## src/verilog/pmwc_defines.svh

```systemverilog
`ifndef PMWC_DEFINES_SVH
`define PMWC_DEFINES_SVH

// Register byte addresses.
`define PMWC_ADDR_CTRL      8'h00
`define PMWC_ADDR_INTERVAL  8'h04
`define PMWC_ADDR_STATUS    8'h08
`define PMWC_ADDR_INT_STAT  8'h0C
`define PMWC_ADDR_INT_MASK  8'h10

// Control register fields.
`define PMWC_CTRL_GO_IDLE   0
`define PMWC_CTRL_GO_DEEP   1
`define PMWC_CTRL_SER_EN    2
`define PMWC_CTRL_GPIO_EN   3
`define PMWC_CTRL_TMR_EN    4

// Interrupt status and mask fields.
`define PMWC_EVT_IDLE_WAKE  0
`define PMWC_EVT_TIMER      1
`define PMWC_EVT_EXT_IRQ    2
`define PMWC_EVT_DEBUG      3
`define PMWC_EVT_SERIAL     4
`define PMWC_EVT_GPIO       5
`define PMWC_EVT_W          6

// Status register fields.
`define PMWC_STAT_STATE_LO  0
`define PMWC_STAT_STATE_HI  2
`define PMWC_STAT_WAKING    3
`define PMWC_STAT_RX_EN     4
`define PMWC_STAT_RX_WAIT   5

// Widths, reset values and timing.
`define PMWC_ADDR_W         8
`define PMWC_DATA_W         32
`define PMWC_GPIO_W         17
`define PMWC_TMR_W          16
`define PMWC_CNT_W          8
`define PMWC_WAKE_CYCLES    8'h10
`define PMWC_INTERVAL_RST   16'hFFFF
`define PMWC_CTRL_RST       5'h00
`define PMWC_EVT_ZERO       6'h00

`endif

```

## src/verilog/pmwc_pkg.sv

```systemverilog
package pmwc_pkg;

  typedef enum logic [2:0] {
    PMWC_ST_ACTIVE = 3'b001,
    PMWC_ST_IDLE   = 3'b010,
    PMWC_ST_DEEP   = 3'b100
  } pmwc_state_t;

  typedef logic [5:0] pmwc_evt_t;

endpackage

```

## src/verilog/pmwc_wake_if.sv

```systemverilog
`timescale 1ns/1ps
interface pmwc_wake_if;
  logic dbg_edge;
  logic gpio_act;
  logic ser_act;

  modport det (
    output dbg_edge,
    output gpio_act,
    output ser_act
  );

  modport ctl (
    input dbg_edge,
    input gpio_act,
    input ser_act
  );
endinterface
```

## src/verilog/pmwc_top.sv

```systemverilog
`timescale 1ns/1ps
`include "pmwc_defines.svh"
// Function
// - Exactly three states: active, idle, deep sleep.
// - Idle halts core until interrupt or debug wake.
// - Idle keeps peripheral power and clocks running.
// - Deep sleep cuts logic power, retains pads, RAM.
// - Deep wake on timer, external interrupt, debug.
// - Serial wake optional; reception blocked until awake.
// - After serial wake, reset port between bytes.
// - Gpio activity optionally wakes from deep sleep.
// - Debug load strobe edge wakes idle or deep.
module pmwc_top
  import pmwc_pkg::*;
(
  input  wire logic                    core_clk_i,
  input  wire logic                    srst_i,
  input  wire logic [`PMWC_ADDR_W-1:0] addr_i,
  input  wire logic [`PMWC_DATA_W-1:0] wdata_i,
  input  wire logic                    wr_i,
  input  wire logic                    rd_i,
  output logic      [`PMWC_DATA_W-1:0] rdata_o,
  input  wire logic                    irq_req_i,
  input  wire logic                    ext_irq_i,
  input  wire logic                    dbg_wake_cmd_i,
  input  wire logic                    dbg_load_strobe_i,
  input  wire logic                    serial_rx_i,
  input  wire logic                    serial_byte_gap_i,
  input  wire logic [`PMWC_GPIO_W-1:0] gpio_i,
  output logic                         core_halt_o,
  output logic                         core_pwr_en_o,
  output logic                         periph_clk_en_o,
  output logic                         retain_pwr_o,
  output logic                         serial_rx_en_o,
  output logic                         serial_rst_o,
  output logic                         irq_o
);

  pmwc_wake_if wk ();

  pmwc_state_t             state_r;
  pmwc_state_t             state_nxt;
  logic                    waking_r;
  logic                    waking_nxt;
  logic [`PMWC_CNT_W-1:0]  wake_cnt_r;
  logic [`PMWC_TMR_W-1:0]  timer_cnt_r;
  logic [`PMWC_TMR_W-1:0]  interval_r;
  logic                    ser_en_r;
  logic                    gpio_en_r;
  logic                    tmr_en_r;
  logic                    ser_woke_r;
  logic                    rx_wait_r;
  pmwc_evt_t               int_stat_r;
  pmwc_evt_t               int_stat_nxt;
  pmwc_evt_t               int_mask_r;
  pmwc_evt_t               evt_set;
  pmwc_evt_t               deep_src;
  logic                    idle_wake;
  logic                    timer_hit;
  logic                    deep_start;
  logic                    wake_done;
  logic                    go_idle;
  logic                    go_deep;

  // Register write decode, shared by every write-side process.
  function automatic logic wr_hit(input logic [`PMWC_ADDR_W-1:0] a);
    return wr_i && (addr_i == a);
  endfunction

  pmwc_wake_detect u_detect (
    .core_clk_i        (core_clk_i),
    .srst_i            (srst_i),
    .dbg_load_strobe_i (dbg_load_strobe_i),
    .serial_rx_i       (serial_rx_i),
    .gpio_i            (gpio_i),
    .wk                (wk)
  );

  assign go_idle = wr_hit(`PMWC_ADDR_CTRL) && wdata_i[`PMWC_CTRL_GO_IDLE];
  assign go_deep = wr_hit(`PMWC_ADDR_CTRL) && wdata_i[`PMWC_CTRL_GO_DEEP];

  assign timer_hit = tmr_en_r && (timer_cnt_r == '0);

  always_comb begin
    deep_src                      = `PMWC_EVT_ZERO;
    deep_src[`PMWC_EVT_TIMER]     = timer_hit;
    deep_src[`PMWC_EVT_EXT_IRQ]   = ext_irq_i;
    deep_src[`PMWC_EVT_DEBUG]     = wk.dbg_edge;
    deep_src[`PMWC_EVT_SERIAL]    = ser_en_r && wk.ser_act;
    deep_src[`PMWC_EVT_GPIO]      = gpio_en_r && wk.gpio_act;
  end

  assign idle_wake  = irq_req_i || dbg_wake_cmd_i || wk.dbg_edge;
  assign deep_start = (state_r == PMWC_ST_DEEP) && !waking_r
                      && (deep_src != `PMWC_EVT_ZERO);
  assign wake_done  = waking_r && (wake_cnt_r == '0);

  // Only three codes are legal; a corrupted code falls back to active.
  always_comb begin
    state_nxt  = state_r;
    waking_nxt = waking_r;
    unique case (state_r)
      PMWC_ST_ACTIVE: begin
        if (go_deep) begin
          state_nxt = PMWC_ST_DEEP;
        end else if (go_idle) begin
          state_nxt = PMWC_ST_IDLE;
        end
      end
      PMWC_ST_IDLE: begin
        if (idle_wake) begin
          state_nxt = PMWC_ST_ACTIVE;
        end
      end
      PMWC_ST_DEEP: begin
        if (deep_start) begin
          waking_nxt = 1'b1;
        end else if (wake_done) begin
          waking_nxt = 1'b0;
          state_nxt  = PMWC_ST_ACTIVE;
        end
      end
      default: begin
        state_nxt  = PMWC_ST_ACTIVE;
        waking_nxt = 1'b0;
      end
    endcase
  end

  always_ff @(posedge core_clk_i) begin
    if (srst_i) begin
      state_r  <= PMWC_ST_ACTIVE;
      waking_r <= 1'b0;
    end else begin
      state_r  <= state_nxt;
      waking_r <= waking_nxt;
    end
  end

  // Wake-up sequence length, standing in for supply and clock settling.
  always_ff @(posedge core_clk_i) begin
    if (srst_i) begin
      wake_cnt_r <= '0;
    end else if (deep_start) begin
      wake_cnt_r <= `PMWC_WAKE_CYCLES - `PMWC_CNT_W'(1);
    end else if (waking_r && (wake_cnt_r != '0)) begin
      wake_cnt_r <= wake_cnt_r - `PMWC_CNT_W'(1);
    end
  end

  // The sleep timer is reloaded while active and runs down only in deep sleep.
  always_ff @(posedge core_clk_i) begin
    if (srst_i) begin
      timer_cnt_r <= `PMWC_INTERVAL_RST;
    end else if (state_r == PMWC_ST_ACTIVE) begin
      timer_cnt_r <= interval_r;
    end else if ((state_r == PMWC_ST_DEEP) && !waking_r
                 && (timer_cnt_r != '0)) begin
      timer_cnt_r <= timer_cnt_r - `PMWC_TMR_W'(1);
    end
  end

  // Power and clock controls follow the next state so they change in the
  // same cycle as the state register.
  always_ff @(posedge core_clk_i) begin
    if (srst_i) begin
      core_halt_o     <= 1'b0;
      core_pwr_en_o   <= 1'b1;
      periph_clk_en_o <= 1'b1;
      retain_pwr_o    <= 1'b1;
    end else begin
      core_halt_o     <= state_nxt != PMWC_ST_ACTIVE;
      core_pwr_en_o   <= (state_nxt != PMWC_ST_DEEP) || waking_nxt;
      periph_clk_en_o <= state_nxt != PMWC_ST_DEEP;
      retain_pwr_o    <= 1'b1;
    end
  end

  // A byte may still be on the wire when the wake sequence ends, so after
  // a serial wake the port is reset only at a byte gap.
  always_ff @(posedge core_clk_i) begin
    if (srst_i) begin
      serial_rx_en_o <= 1'b1;
      serial_rst_o   <= 1'b0;
      ser_woke_r     <= 1'b0;
      rx_wait_r      <= 1'b0;
    end else begin
      serial_rst_o <= 1'b0;
      if (state_nxt == PMWC_ST_DEEP) begin
        serial_rx_en_o <= 1'b0;
      end
      if (deep_start && deep_src[`PMWC_EVT_SERIAL]) begin
        ser_woke_r <= 1'b1;
      end
      if (wake_done) begin
        if (ser_woke_r) begin
          rx_wait_r <= 1'b1;
        end else begin
          serial_rx_en_o <= 1'b1;
        end
      end
      if (rx_wait_r && serial_byte_gap_i) begin
        serial_rst_o <= 1'b1;
        rx_wait_r    <= 1'b0;
        ser_woke_r   <= 1'b0;
      end
      if (serial_rst_o && (state_nxt != PMWC_ST_DEEP)) begin
        serial_rx_en_o <= 1'b1;
      end
    end
  end

  always_ff @(posedge core_clk_i) begin
    if (srst_i) begin
      ser_en_r   <= 1'b0;
      gpio_en_r  <= 1'b0;
      tmr_en_r   <= 1'b0;
      interval_r <= `PMWC_INTERVAL_RST;
      int_mask_r <= `PMWC_EVT_ZERO;
    end else begin
      if (wr_hit(`PMWC_ADDR_CTRL)) begin
        ser_en_r  <= wdata_i[`PMWC_CTRL_SER_EN];
        gpio_en_r <= wdata_i[`PMWC_CTRL_GPIO_EN];
        tmr_en_r  <= wdata_i[`PMWC_CTRL_TMR_EN];
      end
      if (wr_hit(`PMWC_ADDR_INTERVAL)) begin
        interval_r <= wdata_i[`PMWC_TMR_W-1:0];
      end
      if (wr_hit(`PMWC_ADDR_INT_MASK)) begin
        int_mask_r <= wdata_i[`PMWC_EVT_W-1:0];
      end
    end
  end

  // Sticky wake causes; a new cause beats a write-one-to-clear.
  always_comb begin
    evt_set = `PMWC_EVT_ZERO;
    if (deep_start) begin
      evt_set = deep_src;
    end
    if ((state_r == PMWC_ST_IDLE) && idle_wake) begin
      evt_set[`PMWC_EVT_IDLE_WAKE] = 1'b1;
    end
    int_stat_nxt = int_stat_r;
    if (wr_hit(`PMWC_ADDR_INT_STAT)) begin
      int_stat_nxt = int_stat_nxt & ~wdata_i[`PMWC_EVT_W-1:0];
    end
    int_stat_nxt = int_stat_nxt | evt_set;
  end

  always_ff @(posedge core_clk_i) begin
    if (srst_i) begin
      int_stat_r <= `PMWC_EVT_ZERO;
      irq_o      <= 1'b0;
    end else begin
      int_stat_r <= int_stat_nxt;
      irq_o      <= (int_stat_nxt & int_mask_r) != `PMWC_EVT_ZERO;
    end
  end

  always_ff @(posedge core_clk_i) begin
    if (srst_i) begin
      rdata_o <= '0;
    end else begin
      rdata_o <= '0;
      if (rd_i) begin
        unique case (addr_i)
          `PMWC_ADDR_CTRL: begin
            rdata_o[`PMWC_CTRL_SER_EN]  <= ser_en_r;
            rdata_o[`PMWC_CTRL_GPIO_EN] <= gpio_en_r;
            rdata_o[`PMWC_CTRL_TMR_EN]  <= tmr_en_r;
          end
          `PMWC_ADDR_INTERVAL: begin
            rdata_o[`PMWC_TMR_W-1:0] <= interval_r;
          end
          `PMWC_ADDR_STATUS: begin
            rdata_o[`PMWC_STAT_STATE_HI:`PMWC_STAT_STATE_LO] <= state_r;
            rdata_o[`PMWC_STAT_WAKING]  <= waking_r;
            rdata_o[`PMWC_STAT_RX_EN]   <= serial_rx_en_o;
            rdata_o[`PMWC_STAT_RX_WAIT] <= rx_wait_r;
          end
          `PMWC_ADDR_INT_STAT: begin
            rdata_o[`PMWC_EVT_W-1:0] <= int_stat_r;
          end
          `PMWC_ADDR_INT_MASK: begin
            rdata_o[`PMWC_EVT_W-1:0] <= int_mask_r;
          end
          default: begin
            rdata_o <= '0;
          end
        endcase
      end
    end
  end
endmodule // pmwc_top

```

## src/verilog/pmwc_wake_detect.sv

```systemverilog
`timescale 1ns/1ps
`include "pmwc_defines.svh"
module pmwc_wake_detect
  import pmwc_pkg::*;
(
  input  wire logic                    core_clk_i,
  input  wire logic                    srst_i,
  input  wire logic                    dbg_load_strobe_i,
  input  wire logic                    serial_rx_i,
  input  wire logic [`PMWC_GPIO_W-1:0] gpio_i,
  pmwc_wake_if.det                     wk
);

  logic                    primed_r;
  logic                    strobe_d_r;
  logic                    rx_d_r;
  logic [`PMWC_GPIO_W-1:0] gpio_d_r;

  // The first sample after reset only primes the history, so a pin that
  // merely rests high is never mistaken for activity.
  always_ff @(posedge core_clk_i) begin
    if (srst_i) begin
      primed_r <= 1'b0;
    end else begin
      primed_r <= 1'b1;
    end
  end

  always_ff @(posedge core_clk_i) begin
    if (srst_i) begin
      strobe_d_r <= 1'b1;
      rx_d_r     <= 1'b1;
      gpio_d_r   <= '0;
    end else begin
      strobe_d_r <= dbg_load_strobe_i;
      rx_d_r     <= serial_rx_i;
      gpio_d_r   <= gpio_i;
    end
  end

  // Either edge of the load strobe counts; any gpio change counts.
  always_ff @(posedge core_clk_i) begin
    if (srst_i) begin
      wk.dbg_edge <= 1'b0;
      wk.gpio_act <= 1'b0;
      wk.ser_act  <= 1'b0;
    end else begin
      wk.dbg_edge <= primed_r && (strobe_d_r != dbg_load_strobe_i);
      wk.gpio_act <= primed_r && (gpio_d_r != gpio_i);
      wk.ser_act  <= primed_r && (rx_d_r != serial_rx_i);
    end
  end

endmodule // pmwc_wake_detect

```

## config.mk

```make
export PLATFORM = sky130hd
export DESIGN_NAME = pmwc_top
export DESIGN_NICKNAME = d
export VERILOG_FILES = /design/src/verilog/pmwc_pkg.sv /design/src/verilog/pmwc_wake_if.sv /design/src/verilog/pmwc_top.sv /design/src/verilog/pmwc_wake_detect.sv
export VERILOG_INCLUDE_DIRS = /design/src /design/src/verilog
export SDC_FILE = /design/constraint.sdc
export NUM_CORES = 1
export LEC_CHECK = 0
export ABC_AREA = 1
export BUFFER_PORTS_ARGS = -buffer_cell sky130_fd_sc_hd__buf_2
export CORE_MARGIN = 4
export CORE_UTILIZATION = 50
export DETAILED_ROUTE_END_ITERATION = 12
export GPL_ROUTABILITY_DRIVEN = 0
export PLACE_DENSITY = 0.7
export SYNTH_ARGS = -nofsm -noshare
export SYNTH_HDL_FRONTEND = slang
export SYNTH_SLANG_ARGS = --single-unit
```

## constraint.sdc

```tcl
create_clock -name core_clk_i -period 3.4 [get_ports core_clk_i]
set_input_delay 0.51 -clock core_clk_i [delete_from_list [all_inputs] [get_ports core_clk_i]]
set_output_delay 0.51 -clock core_clk_i [all_outputs]
set_load 0.005 [all_outputs]
```

==> impl_metrics.env <==
export IMPL_timing_rr_start="waking_r"
export IMPL_ys_ff_latch=106
export IMPL_r2r_end="waking_r"
export IMPL_power_density_nw_per_um2=414
export IMPL_tns_ns=0
export IMPL_crit_fanout=28
export IMPL_fmax_mhz=589
export IMPL_cts_tree="built"
export IMPL_path_class="in -> reg"
export IMPL_layout_drive_gt1_share_pct=19.0
export IMPL_worst_slack_ns=1.70
export IMPL_drtPass1Iterations=5
export IMPL_wl_um=10600
export IMPL_core_sq_um=9280
export IMPL_root_buffer="clkbuf_8"
export IMPL_synth_avg_cell_area_sq_um=7.79
export IMPL_synth_warnings=0
export IMPL_synth_distinct_cells=46
export IMPL_die_w_um=106
export IMPL_max_clock_path_buffers=2
export IMPL_antenna_found_initial=0
export IMPL_post_cts_setup_buffers=0
export IMPL_numClockSinks=106
export IMPL_drtIter0Drc=190
export IMPL_worstPathArrival_ns=1.95
export IMPL_crit_chain="buf_2, nor2_1, nand2_2, clkinv_2, nand3_2, nor2_4, inv_2, nand2_1, o211ai_1"
export IMPL_clock_latency_ns=0.37
export IMPL_synth_top_cell_area_share_pct=44.2
export IMPL_gr_total_overflow=0
export IMPL_vdd_drop_max_mv=0.256
export IMPL_final_nets=759
export IMPL_worstSetupStartpointType="primary input"
export IMPL_setup_worst_path_end_class="flip-flop"
export IMPL_cp_slowest_stage_delay_ns=0.53
export IMPL_wire_per_inst_um=12.9
export IMPL_finClkSkew_ns=0.0122
export IMPL_slew_headroom_pct=59.0
export IMPL_r2r_slack_ns=1.76
export IMPL_hpwl_um=8050
export IMPL_p_leak_nw=2.58
export IMPL_hold_viol_final=0
export IMPL_numCtsBuffers=9
export IMPL_hold_buffers=0
export IMPL_diodes=0
export IMPL_synth_area_leaders="dfxtp_1, nand2_1, inv_1"
export IMPL_syn_area_sq_um=4800
export IMPL_grt_pass1_vias=3962
export IMPL_grt_pass1_wl_um=18100
export IMPL_grt_max_degree=48
export IMPL_post_cts_resized=0
export IMPL_ant_nets=0
export IMPL_clk_pin_slew_ns=0.11
export IMPL_rsz0062_at_grt="no"
export IMPL_syn_instance_count=616
export IMPL_synth_top_area_cell="dfxtp_1"
export IMPL_fin_crit_sh_pct=49.9
export IMPL_rows=35
export IMPL_worstMarginPinSlew_ns=0.614
export IMPL_io_buffers=72
export IMPL_avgViaCountPerCell=5.02
export IMPL_maxCapViolCount=0
export IMPL_io_pins=106
export IMPL_reg2reg_depth=7
export IMPL_min_from="serial_rx_i"
export IMPL_ys_seq_area_share_pct=44.2
export IMPL_die_y_um=106
export IMPL_track_usage_pct=19.6
export IMPL_dp_slack_ns=1.31
export IMPL_die_area_sq_um=11200
export IMPL_via_count=4125
export IMPL_setup_viol=0
export IMPL_status="complete, no violations"
export IMPL_cpMaxStageDelayCell="nor2_4"
export IMPL_layout_min_cycle_time_ns=1.70
export IMPL_required_ns=3.65
export IMPL_whs_path_depth=2
export IMPL_hold_end="u_detect.rx_d_r"
export IMPL_area_growth_pct=13.2
export IMPL_initial_core_util_pct=51.7
export IMPL_drc=0
export IMPL_htree_levels=3
export IMPL_final_max_slew_viol_count=0
export IMPL_hp_class="in -> reg"
==> synthesized netlist by cell type, drive strengths merged <==
cell	count
dfxtp	106
nand2	102
inv	90
nor2	78
nand3	42
a21oi	40
o21ai	25
o211ai	22
buf	20
xnor2	16
xor2	13
clkbuf	9
nor3	7
a31oi	6
nand4	6
o22ai	5
ha	4
o221ai	4
o21a	3
or2	3
clkinv	2
conb	2
o21bai	2
a211oi	1
and2	1
and3b	1
nor3b	1
nor4	1
o2111ai	1
o22a	1
o311ai	1
or3	1
==> cell type report <==
cell class	instances	area (sq um)
fill	890	3850
multi-input combinational	404	2200
sequential	106	2120
timing repair buffer	75	383
inverter	92	347
tap	129	161
clock buffer	11	151
clock inverter	5	75.1
==> cell usage in the layout, fill, tap and decap left out, drive strengths merged, types with 6 or more instances in the layout <==
cell type / count
nor2: 78
nand2: 102
xnor2: 16
o21ai: 25
xor2: 13
a21oi: 40
o211ai: 22
nand4: 6
a31oi: 6
clkbuf: 11
nand3: 42
conb: 17
inv: 94
nor3: 7
dfxtp: 106
buf: 75
==> registers in the layout (all words and copies together) (netlist names), 3 cells and up <==
| signal | flops |
|---|---|
| int_stat_r | 6 |
| u_detect.gpio_d_r | 17 |
| int_mask_r | 6 |
| state_r | 3 |
| wake_cnt_r | 8 |
| rdata_o | 16 |
| timer_cnt_r | 16 |
| interval_r | 16 |
==> worst max-delay path: cells and delay by family <==
family / cells / cell delay (ns)
and+or+nand+nor: 5 / 1.03
buffers and inverters: 3 / 0.33
AOI/OAI and AO/OA: 1 / 0.07
==> per-layer routing <==
metal  vias to the layer above  share of wire (%)  global-route usage (%)
li1                       2103                  -                       -
met1                      1885                 45                    24.8
met2                       125                 47                    33.2
met3                        12                6.5                    4.61
met4                         0                1.4                    5.64
met5                         -                  0                       0
==> metrics by stage <==
step           instance area (sq um)  utilization (%)  power, mW  hold slack [ns]  std cells
2_1_floorplan                   4860                -       1.37            0.428        631
3_3_place_gp                    5210             56.1       1.41            0.436        806
3_5_place_dp                    5210             56.1       1.41            0.441        806
4_1_cts                         5440             58.6       2.27            0.329        822
5_1_grt                         5440             58.6       2.33            0.332        822
6_report                        5440             58.6       2.25            0.344        822
==> logic make-up after synthesis <==
group | synth area share, %
simple gates | 24.2
xor+xnor | 5.29
flops | 44.2
buf+inv | 11.2
fa+ha+maj | 1.04
compound gates | 13.9
other cells | 0.156
==> power by group <==
part / internal (mW) / switching, mW
clock: 0.402 / 0.465
combinational: 0.0486 / 0.0713
sequential: 1.26 / 0.00722
total: 1.71 / 0.544
==> worst max-delay path by stage <==
stage                     end      start  slack [ns]  cells past startpoint
3_5_place_dp    interval_r[2]  addr_i[5]        1.31                      9
4_1_cts         interval_r[2]  addr_i[5]        1.70                      9
6_report        interval_r[2]  addr_i[5]        1.70                      9
3_3_place_gp    interval_r[2]  addr_i[5]        1.32                      9
2_1_floorplan  interval_r[10]  addr_i[5]        1.85                      7
5_1_grt         interval_r[2]  addr_i[7]        1.54                      9
No activity file was read; power rests on OpenSTA's default activity.
